==> src/rtl/mcsab_regs.svh <==
/*
  sfr addresses, pointer fields and timing constants of the metering bridge.
  assumes an sfr bus clocked by the same clock as the bridge.
*/
`ifndef MCSAB_REGS_SVH
`define MCSAB_REGS_SVH
// ==========================================================
// sfr map
`define MCSAB_PTR_ADDR    8'h91
`define MCSAB_DATL_ADDR   8'h92
`define MCSAB_DATM_ADDR   8'h93
`define MCSAB_DATH_ADDR   8'h94
`define MCSAB_VRMS_BASE   8'hd1
`define MCSAB_IRMS_BASE   8'hd4
`define MCSAB_IRQEN_BASE  8'hd9
`define MCSAB_IRQST_BASE  8'hdc
`define MCSAB_WAV1_BASE   8'he2
`define MCSAB_WAV2_BASE   8'he5
// ==========================================================
// fields and values
`define MCSAB_LEN_ONE     2'h1
`define MCSAB_HIGH_IDX    2'h2
`define MCSAB_IRQST_SEL   3'h3
`define MCSAB_PTR_RESET   8'h00
`define MCSAB_DAT_RESET   24'h000000
// ==========================================================
// timing
`define MCSAB_CLK_HZ      50000000
`define MCSAB_MCLK_HZ     819200
`define MCSAB_PHASE_W     24
`endif

==> src/rtl/mcsab_pkg.sv <==
/*
  types of the metering bridge.
  assumes mcsab_regs.svh supplies the numbers.
*/
package mcsab_pkg;
  // ========================================================
  // pointer layout
  typedef struct packed {
    logic       dir;
    logic [5:0] addr;
    logic       spare;
  } mcsab_ptr_t;
  // ========================================================
  // three-byte direct groups
  typedef enum logic [1:0] {
    GRP_VRMS,
    GRP_IRMS,
    GRP_WAV1,
    GRP_WAV2
  } mcsab_grp_t;
  // ========================================================
  // irq byte write strobe
  typedef struct packed {
    logic       wr;
    logic [2:0] sel;
    logic [7:0] data;
  } mcsab_irqw_t;
endpackage

==> src/rtl/mcsab_bridge.sv <==
/*
  sfr access bridge to the metering core: direct latched sfrs and
  pointer based indirect access paced by a metering clock enable.
  assumes sfr bus and metering core logic share CLK_I.
*/
`timescale 1ns/1ps
`include "mcsab_regs.svh"
module mcsab_bridge #(
  parameter int unsigned CLK_HZ  = `MCSAB_CLK_HZ,
  parameter int unsigned MCLK_HZ = `MCSAB_MCLK_HZ
) (
  input  wire logic        CLK_I,
  input  wire logic        NRST_I,
  input  wire logic [7:0]  SFR_ADDR_I,
  input  wire logic        SFR_WR_I,
  input  wire logic        SFR_RD_I,
  input  wire logic [7:0]  SFR_WDATA_I,
  output logic      [7:0]  SFR_RDATA_O,
  output logic             BUSY_O,
  input  wire logic [23:0] VRMS_I,
  input  wire logic [23:0] IRMS_I,
  input  wire logic [23:0] WAV1_I,
  input  wire logic [23:0] WAV2_I,
  input  wire logic [23:0] MIRQ_EN_I,
  input  wire logic [23:0] MIRQ_ST_I,
  output mcsab_pkg::mcsab_irqw_t MIRQ_WR_O,
  output logic             MCLK_EN_O,
  output logic      [5:0]  MREG_ADDR_O,
  output logic             MREG_WR_O,
  output logic             MREG_RD_O,
  output logic      [23:0] MREG_WDATA_O,
  input  wire logic [23:0] MREG_RDATA_I,
  input  wire logic [1:0]  MREG_LEN_I
);
  localparam int unsigned PW = `MCSAB_PHASE_W;
  localparam logic [PW-1:0] STEP =
    PW'((64'(MCLK_HZ) << PW) / 64'(CLK_HZ));
  if (MCLK_HZ == 0 || 2 * MCLK_HZ > CLK_HZ) begin : g_chk
    $error("metering rate must be below half the clock");
  end

  // ========================================================
  // decode
  function automatic logic [2:0] byte_of(input logic [7:0] a,
                                         input logic [7:0] base);
    logic [7:0] d;
    d = a - base;
    byte_of = {(a >= base) && (d < 8'h03), d[1:0]};
  endfunction

  // ========================================================
  // state
  mcsab_pkg::mcsab_ptr_t ptr_ff, nxt_ptr;
  logic [23:0]           mdat_ff, nxt_mdat;
  logic [23:0]           wdat_ff, nxt_wdat;
  logic [23:0]           shadow_ff [4];
  logic [23:0]           nxt_shadow [4];
  logic [23:0]           live [4];
  logic [7:0]            rdata_ff, nxt_rdata;
  logic                  req_ff, nxt_req;
  logic                  ack_ff, nxt_ack;
  logic                  settle_ff, nxt_settle;
  logic [PW-1:0]         phase_ff, nxt_phase;
  logic                  men_ff, nxt_men;
  mcsab_pkg::mcsab_irqw_t irqw_ff, nxt_irqw;
  mcsab_pkg::mcsab_ptr_t wr_ptr;
  logic                  pend;
  logic                  issue;
  logic [PW:0]           sum;
  logic [2:0]            hit;

  assign live[0] = VRMS_I;
  assign live[1] = IRMS_I;
  assign live[2] = WAV1_I;
  assign live[3] = WAV2_I;

  assign wr_ptr      = mcsab_pkg::mcsab_ptr_t'(SFR_WDATA_I);
  assign pend        = req_ff != ack_ff;
  assign issue       = men_ff && pend && settle_ff;
  assign MREG_WR_O   = issue && ptr_ff.dir;
  assign MREG_RD_O   = issue && !ptr_ff.dir;
  assign MREG_ADDR_O = ptr_ff.addr;
  assign MREG_WDATA_O = wdat_ff;
  assign SFR_RDATA_O = rdata_ff;
  assign BUSY_O      = pend;
  assign MCLK_EN_O   = men_ff;
  assign MIRQ_WR_O   = irqw_ff;

  // ========================================================
  // next state
  always_comb begin
    nxt_ptr    = ptr_ff;
    nxt_mdat   = mdat_ff;
    nxt_shadow = shadow_ff;
    nxt_rdata  = rdata_ff;
    nxt_req    = req_ff;
    nxt_ack    = ack_ff;
    nxt_settle = pend;
    nxt_irqw   = '0;
    hit        = 3'h0;
    // metering enable from a phase accumulator
    sum       = {1'b0, phase_ff} + {1'b0, STEP};
    nxt_phase = sum[PW-1:0];
    nxt_men   = sum[PW];
    // one-byte registers take only the low data byte
    nxt_wdat = (MREG_LEN_I == `MCSAB_LEN_ONE) ?
               {16'h0000, mdat_ff[7:0]} : mdat_ff;
    // reads
    if (SFR_RD_I) begin
      nxt_rdata = 8'h00;
      case (SFR_ADDR_I)
        `MCSAB_PTR_ADDR:  nxt_rdata = nxt_ptr;
        `MCSAB_DATL_ADDR: nxt_rdata = mdat_ff[7:0];
        `MCSAB_DATM_ADDR: nxt_rdata = mdat_ff[15:8];
        `MCSAB_DATH_ADDR: nxt_rdata = mdat_ff[23:16];
        default: begin
          for (int g = 0; g < 4; g++) begin
            case (g)
              0:       hit = byte_of(SFR_ADDR_I, `MCSAB_VRMS_BASE);
              1:       hit = byte_of(SFR_ADDR_I, `MCSAB_IRMS_BASE);
              2:       hit = byte_of(SFR_ADDR_I, `MCSAB_WAV1_BASE);
              default: hit = byte_of(SFR_ADDR_I, `MCSAB_WAV2_BASE);
            endcase
            if (hit[2]) begin
              if (hit[1:0] == `MCSAB_HIGH_IDX) begin
                nxt_shadow[g] = live[g];
                nxt_rdata     = live[g][23:16];
              end else begin
                nxt_rdata = shadow_ff[g][8*hit[1:0] +: 8];
              end
            end
          end
          hit = byte_of(SFR_ADDR_I, `MCSAB_IRQEN_BASE);
          if (hit[2]) begin
            nxt_rdata = MIRQ_EN_I[8*hit[1:0] +: 8];
          end
          hit = byte_of(SFR_ADDR_I, `MCSAB_IRQST_BASE);
          if (hit[2]) begin
            nxt_rdata = MIRQ_ST_I[8*hit[1:0] +: 8];
          end
        end
      endcase
    end
    // writes; indirect sfrs are refused while a transfer is pending
    if (SFR_WR_I) begin
      case (SFR_ADDR_I)
        `MCSAB_PTR_ADDR: begin
          if (!pend) begin
            nxt_ptr = wr_ptr;
            nxt_req = !req_ff;
          end
        end
        `MCSAB_DATL_ADDR: if (!pend) nxt_mdat[7:0]   = SFR_WDATA_I;
        `MCSAB_DATM_ADDR: if (!pend) nxt_mdat[15:8]  = SFR_WDATA_I;
        `MCSAB_DATH_ADDR: if (!pend) nxt_mdat[23:16] = SFR_WDATA_I;
        default: begin
          hit = byte_of(SFR_ADDR_I, `MCSAB_IRQEN_BASE);
          if (hit[2]) begin
            nxt_irqw = {1'b1, 1'b0, hit[1:0], SFR_WDATA_I};
          end
          hit = byte_of(SFR_ADDR_I, `MCSAB_IRQST_BASE);
          if (hit[2]) begin
            nxt_irqw = {1'b1, `MCSAB_IRQST_SEL + {1'b0, hit[1:0]},
                        SFR_WDATA_I};
          end
        end
      endcase
    end
    // metering side completes the transfer
    if (issue) begin
      nxt_ack    = req_ff;
      nxt_settle = 1'b0;
      if (!ptr_ff.dir) begin
        nxt_mdat = (MREG_LEN_I == `MCSAB_LEN_ONE) ?
                   {16'h0000, MREG_RDATA_I[7:0]} : MREG_RDATA_I;
      end
    end
  end

  // ========================================================
  // registers
  always_ff @(posedge CLK_I or negedge NRST_I) begin
    if (!NRST_I) begin
      ptr_ff    <= `MCSAB_PTR_RESET;
      mdat_ff   <= `MCSAB_DAT_RESET;
      wdat_ff   <= `MCSAB_DAT_RESET;
      shadow_ff <= '{default: `MCSAB_DAT_RESET};
      rdata_ff  <= 8'h00;
      req_ff    <= 1'b0;
      ack_ff    <= 1'b0;
      settle_ff <= 1'b0;
      phase_ff  <= '0;
      men_ff    <= 1'b0;
      irqw_ff   <= '0;
    end else begin
      ptr_ff    <= nxt_ptr;
      mdat_ff   <= nxt_mdat;
      wdat_ff   <= nxt_wdat;
      shadow_ff <= nxt_shadow;
      rdata_ff  <= nxt_rdata;
      req_ff    <= nxt_req;
      ack_ff    <= nxt_ack;
      settle_ff <= nxt_settle;
      phase_ff  <= nxt_phase;
      men_ff    <= nxt_men;
      irqw_ff   <= nxt_irqw;
    end
  end
endmodule

==> config.mk <==
export PLATFORM = sky130hd
export DESIGN_NAME = mcsab_bridge
export DESIGN_NICKNAME = d
export VERILOG_FILES = /design/src/rtl/mcsab_pkg.sv /design/src/rtl/mcsab_bridge.sv
export VERILOG_INCLUDE_DIRS = /design/src /design/src/rtl
export SDC_FILE = /design/constraint.sdc
export NUM_CORES = 1
export LEC_CHECK = 0
export ABC_AREA = 0
export BUFFER_PORTS_ARGS = -buffer_cell sky130_fd_sc_hd__buf_4
export CAP_MARGIN = 20
export CORE_UTILIZATION = 35
export DETAILED_ROUTE_END_ITERATION = 6
export PLACE_DENSITY = 0.62
export SLEW_MARGIN = 20
export SYNTH_ARGS = -nofsm -noshare
export SYNTH_HDL_FRONTEND = slang
export SYNTH_SLANG_ARGS = --single-unit
==> constraint.sdc <==
create_clock -name CLK_I -period 2.68 [get_ports CLK_I]
set_input_delay 0.268 -clock CLK_I [delete_from_list [all_inputs] [get_ports CLK_I]]
set_output_delay 0.268 -clock CLK_I [all_outputs]
set_load 0.05 [all_outputs]
* After elaboration in Yosys (flattened, before gate mapping) *
Index checks and enable logic that the tools add are counted.

cells by class
  $add $sub $neg = 8
  divide/modulo/power cells = 0
  magnitude comparators = 12
  mux-type cells = 35
  bitwise logic cells = 2
  equality and inequality tests = 10
  multiply operators = 0
  reductions and logical operators = 18
  shift operators = 6

operators with widths
  kind                    number
  $shiftx 24x6->8         6
  $mux 8                  16
  $mux 24                 5
  $ge 8x8->1 const B      6
  $lt 8x2->1 const B      6
  $mux 12                 4
  $sub 8x8->8 const B     6
  $eq 8x8->1 const B      4
  $pmux 8 s4              1
  $add 24x19->25 const B  1
  $mux 3                  8
  $reduce_and 4->1        4
  $logic_and 1x1->1       10
  $eq 2x2->1 const B      4
  $reduce_or 4->1         1
  $add 2x2->3 const A     1
  $reduce_and 3->1        1
  $eq 2x1->1 const B      1
  $logic_not 1->1         2
  $not 1->1               2
  $mux 1                  1
  $ne 1x1->1              1

storage, ports and cells
  RAM bits = 0
  bits in latches = 0
  flip-flop bits (word level) = 200
  memories = 0
  word-level logic and storage cells = 109
  ROM bits = 0

* Logic depth before layout (Yosys ltp) *
  depth after elaboration = 14
  gate-level depth with buffers = 13
  mapped depth without buffers = 7

* Least setup slack after synthesis *
OpenSTA, ideal clock, no wires.

  path kind = in2reg
  from = input port SFR_ADDR_I[1]
  to = register rdata_ff[5] (netlist: SFR_RDATA_O[5])
  stages on the path = 12
  data required time = 2.545 ns
  slack = -0.276 ns
  arrival = 2.821 ns
  cell sequence = buf_2 > buf_2 > buf_2 > inv_1 > ha_1 > buf_2 > buf_1 > mux2_2 > a221oi_1 > a21oi_1 > a221oi_1 > o211ai_1

on the way
  longest elaborated chain between the ends = 12
  elaborated cells between the ends (all ways) = 57

RTL lines
  what                                                line                                      text
  start: declaration                                  mcsab_bridge.sv:14                        input wire logic [7:0] SFR_ADDR_I,
  $sub 8x8->8                                         mcsab_bridge.sv:47                        d = a - base;
  $mux 3 / $lt 8x2->1 (equally long branches)         mcsab_bridge.sv:111, mcsab_bridge.sv:48
  $mux 3 / $logic_and 1x1->1 (equally long branches)  mcsab_bridge.sv:109, mcsab_bridge.sv:48
  $shiftx 24x6->8 (tied with other cells)             mcsab_bridge.sv:129                       nxt_rdata = shadow_ff[g][8*hit[1:0] +: 8];
  $mux 8 / $mux 3 (equally long branches)             mcsab_bridge.sv:125, mcsab_bridge.sv:109
  $mux 8 (4 in series)                                mcsab_bridge.sv:124                       if (hit[2]) begin
  $mux 8                                              mcsab_bridge.sv:134                       if (hit[2]) begin
  $mux 8                                              mcsab_bridge.sv:138                       if (hit[2]) begin
  $pmux 8 s4 (*)                                      mcsab_bridge.sv:111                       case (SFR_ADDR_I)
  end signal: assignment                              mcsab_bridge.sv:200                       rdata_ff <= nxt_rdata;
  end: declaration                                    mcsab_bridge.sv:59                        logic [7:0] rdata_ff, nxt_rdata;

Mark *: on every way between the ends. The rest lies on a longest branch, timed or not. The select of a mux whose other input is x is not followed.
A chain may end at the register's enable or synchronous reset.

* Worst setup path in the final report *
  from = register req_ff
  to = output port MREG_RD_O

on the way
  longest elaborated chain between the ends = 4

RTL lines
  what                             line                 text
  start: declaration               mcsab_bridge.sv:60   logic req_ff, nxt_req;
  start signal: assignment         mcsab_bridge.sv:201  req_ff <= nxt_req;
  $ne 1x1->1                       mcsab_bridge.sv:78   assign pend = req_ff != ack_ff;
  $logic_and 1x1->1 (2 in series)  mcsab_bridge.sv:79   assign issue = men_ff && pend && settle_ff;
  $logic_and 1x1->1                mcsab_bridge.sv:81   assign MREG_RD_O = issue && !ptr_ff.dir;
  end: declaration                 mcsab_bridge.sv:30   output logic MREG_RD_O,

Every way passes these cells.

==> results.sh <==
export IMPL_pre_cts_ws_ns=0.104
export IMPL_period_share_pct=85.0
export IMPL_num_rows=63
export IMPL_synth_cell_types=68
export IMPL_synth_area_sq_mm=0.0106
export IMPL_areaGrowthSynthToFinish_pct=29.2
export IMPL_hold_viol=0
export IMPL_drive_gt1_share_pct=39.1
export IMPL_initial_core_util_pct=35.6
export IMPL_setup_viol=0
export IMPL_syn_num_nets=1096
export IMPL_first_global_vias=8185
export IMPL_fin_area_sq_mm=0.0136
export IMPL_ant_nets=0
export IMPL_worstSetupEndpointType="output pin"
export IMPL_die_y_um=176
export IMPL_nFillCells=2766
export IMPL_drcViolationCount=0
export IMPL_place_inst=1510
export IMPL_peakVddDrop_mv=0.424
export IMPL_cts_path_max_buffers=2
export IMPL_multi_input_comb_area_sq_mm=0.00509
export IMPL_die_width_um=176
export IMPL_fin_cells=1542
export IMPL_cp_required_ns=2.41
export IMPL_synth_edf_count=0
export IMPL_skew_ns=0.0102
export IMPL_avgSynthCellArea_sq_um=11.8
export IMPL_clockRootBuffer="clkbuf_16"
export IMPL_ctsHoldBuffers=1
export IMPL_cap_violations=0
export IMPL_drt_total_wl_um=31000
export IMPL_crit_type="register to output pin"
export IMPL_crit_fanout=49
export IMPL_seq_area_frac_synth_pct=47.4
export IMPL_final_cell_mix="283 x buf_4, 200 x dfrtp_1, 60 x mux2_4"
export IMPL_core_area_sq_mm=0.0296
export IMPL_nets=1339
export IMPL_grt_antenna_before_repair=0
export IMPL_outcome="finished, final reports clean"
export IMPL_ys_async_sr_fraction_pct=100
export IMPL_first_pass_iters=5
export IMPL_boundaryPins=244
export IMPL_grt_max_degree=77
export IMPL_clock_sinks=200
export IMPL_fmax_mhz=439
export IMPL_dpl_cell_area_sq_mm=0.0130
export IMPL_clkLatencyLatePin_ns=0.44
export IMPL_worstSetupStartpointType="register"
export IMPL_setup_tns_ns=0
export IMPL_drt_iter0_drc=517
export IMPL_min_path_type="primary input to register"
export IMPL_die_area_sq_mm=0.0309
export IMPL_worst_slack_ns=0.403
export IMPL_io_buffers=243
export IMPL_post_cts_setup_buffers=0
export IMPL_cts_clk_slew_worst_paths_ns=0.08
export IMPL_htreeDepth=4
export IMPL_via_per_inst=5.26
export IMPL_relSlewSlack_pct=56.1
export IMPL_synth_main_ff_cell="dfrtp_1"
export IMPL_tritoncts="done"
export IMPL_final_common_cell="buf_4"
export IMPL_vias=8118
export IMPL_tightestPinTransition_ns=0.642
export IMPL_slew_viol_final=0
export IMPL_crit_arrival_ns=2.01
export IMPL_gr_total_overflow=0
export IMPL_yosysWarnings=0
export IMPL_cellLeakagePower_nw=6.64
export IMPL_gr_usage_all_layers_pct=20.4
export IMPL_routabilityCongestion=0.854
export IMPL_cts_buffers=17
export IMPL_min_period_ns=2.28
export IMPL_seqCellArea_sq_mm=0.00500
export IMPL_netlist_instances=897
export IMPL_wl_per_cell_um=20.1
export IMPL_cts_resized=0
export IMPL_dp_hpwl_um=23300
export IMPL_powerDensity_mw_per_mm2=514
export IMPL_ys_ff_latch=200
export IMPL_rsz0062_at_grt="false"
export IMPL_antenna_cells=0
export IMPL_grt_first_pass_wirelength_um=47900
## area by class of cell
type / instances / share of cell area (%)
multi-input combinational: 604 / 37.3
timing repair buffer: 295 / 17.2
inverter: 22 / 0.606
sequential: 200 / 36.7
tap: 390 / 3.58
clock buffer: 19 / 3.17
clock inverter: 12 / 1.40
## power breakdown
| part | leakage, nW | total [mW] | internal [mW] | switching, mW |
|---|---|---|---|---|
| sequential | 2.70 | 3.21 | 3.13 | 0.0806 |
| combinational | 3.65 | 0.987 | 0.467 | 0.520 |
| clock | 0.295 | 2.81 | 1.58 | 1.23 |
| total | 6.64 | 7.01 | 5.19 | 1.83 |
## worst paths after layout
kind	end	depth (start not counted)	slack, ns	startpoint
hold reg to reg	MREG_WDATA_O[1]	0	0.41	mdat_ff[1]
min in group asynchronous	shadow_ff[54]	2	0.43	NRST_I
setup / recovery	MREG_RD_O	5	0.40	req_ff
max in group asynchronous	mdat_ff[19]	3	1.45	NRST_I
hold / removal	shadow_ff[30]	2	0.04	WAV1_I[6]
setup reg to reg	phase_ff[22]	5	0.57	phase_ff[4]
## critical path, cell delays in order (launching register included)
cell,delay [ns]
dfrtp_1,0.42
xnor2_1,0.22
buf_4,0.19
nor3_2,0.22
buf_12,0.27
buf_4,0.24
## through the flow
stage	util [%]	hold slack, ns	power [mW]
after floorplan	-	-0.0276	3.73
after global routing	46.0	0.0284	7.27
after detailed placement	43.9	0.364	4.27
after CTS	46.0	0.0235	7.08
final	46.0	0.0418	7.01
after global placement	43.9	0.357	4.26
## cell usage after synthesis (all sizes together), types with 4 or more instances
| cell | n | area share [%] |
|---|---|---|
| nand3b | 6 | 0.43 |
| and3 | 6 | 0.36 |
| mux2 | 136 | 17 |
| a31oi | 6 | 0.36 |
| nand4 | 6 | 0.50 |
| ha | 9 | 1.1 |
| o221a | 4 | 0.43 |
| a31o | 4 | 0.33 |
| nor3 | 12 | 0.57 |
| nand2b | 13 | 0.77 |
| dfrtp | 200 | 47 |
| nor2 | 29 | 1.2 |
| or3b | 4 | 0.33 |
| xnor2 | 13 | 1.1 |
| a222oi | 8 | 0.76 |
| xor2 | 7 | 0.58 |
| a2111oi | 10 | 0.83 |
| a211oi | 12 | 0.85 |
| a21oi | 14 | 0.73 |
| nor2b | 9 | 0.53 |
| o221ai | 5 | 0.41 |
| o21ai | 61 | 2.9 |
| mux2i | 47 | 4.5 |
| inv | 22 | 0.78 |
| buf | 40 | 2.6 |
| a21o | 4 | 0.28 |
| nor3b | 6 | 0.47 |
| a21bo | 4 | 0.38 |
| o211ai | 14 | 1.0 |
| nand2 | 25 | 0.89 |
| nor4 | 12 | 0.77 |
| a311oi | 4 | 0.33 |
| a211o | 9 | 0.75 |
| nand3 | 27 | 1.3 |
| and2 | 27 | 1.6 |
| a221oi | 20 | 1.7 |
| clkbuf | 31 | 1.1 |
| a22oi | 8 | 0.57 |
## sequential cells by signal, summed over array words and instances (netlist names), 2 cells and up
register      cells
phase_ff         24
ptr_ff            2
shadow_ff        96
MIRQ_WR_O        12
mdat_ff          24
MREG_ADDR_O       6
MREG_WDATA_O     24
SFR_RDATA_O       8
## layer usage
layer	global-route usage, %	routed length (um)
met5	0	0
met4	5.25	493
met3	3.25	1310
met2	33.4	15100
met1	27.9	14000
## cell families after synthesis
kind of cell | count (synthesis) | synth area share (%)
and+or+nand+nor | 198 | 11.1
xor gates and xnor gates | 20 | 1.66
AOI/OAI and AO/OA | 194 | 13.2
adders and majority gates | 9 | 1.07
muxes | 183 | 21.1
buffers and inverters | 93 | 4.47
DFF | 200 | 47.4
Note: power is estimated with default switching activity, not from simulation.
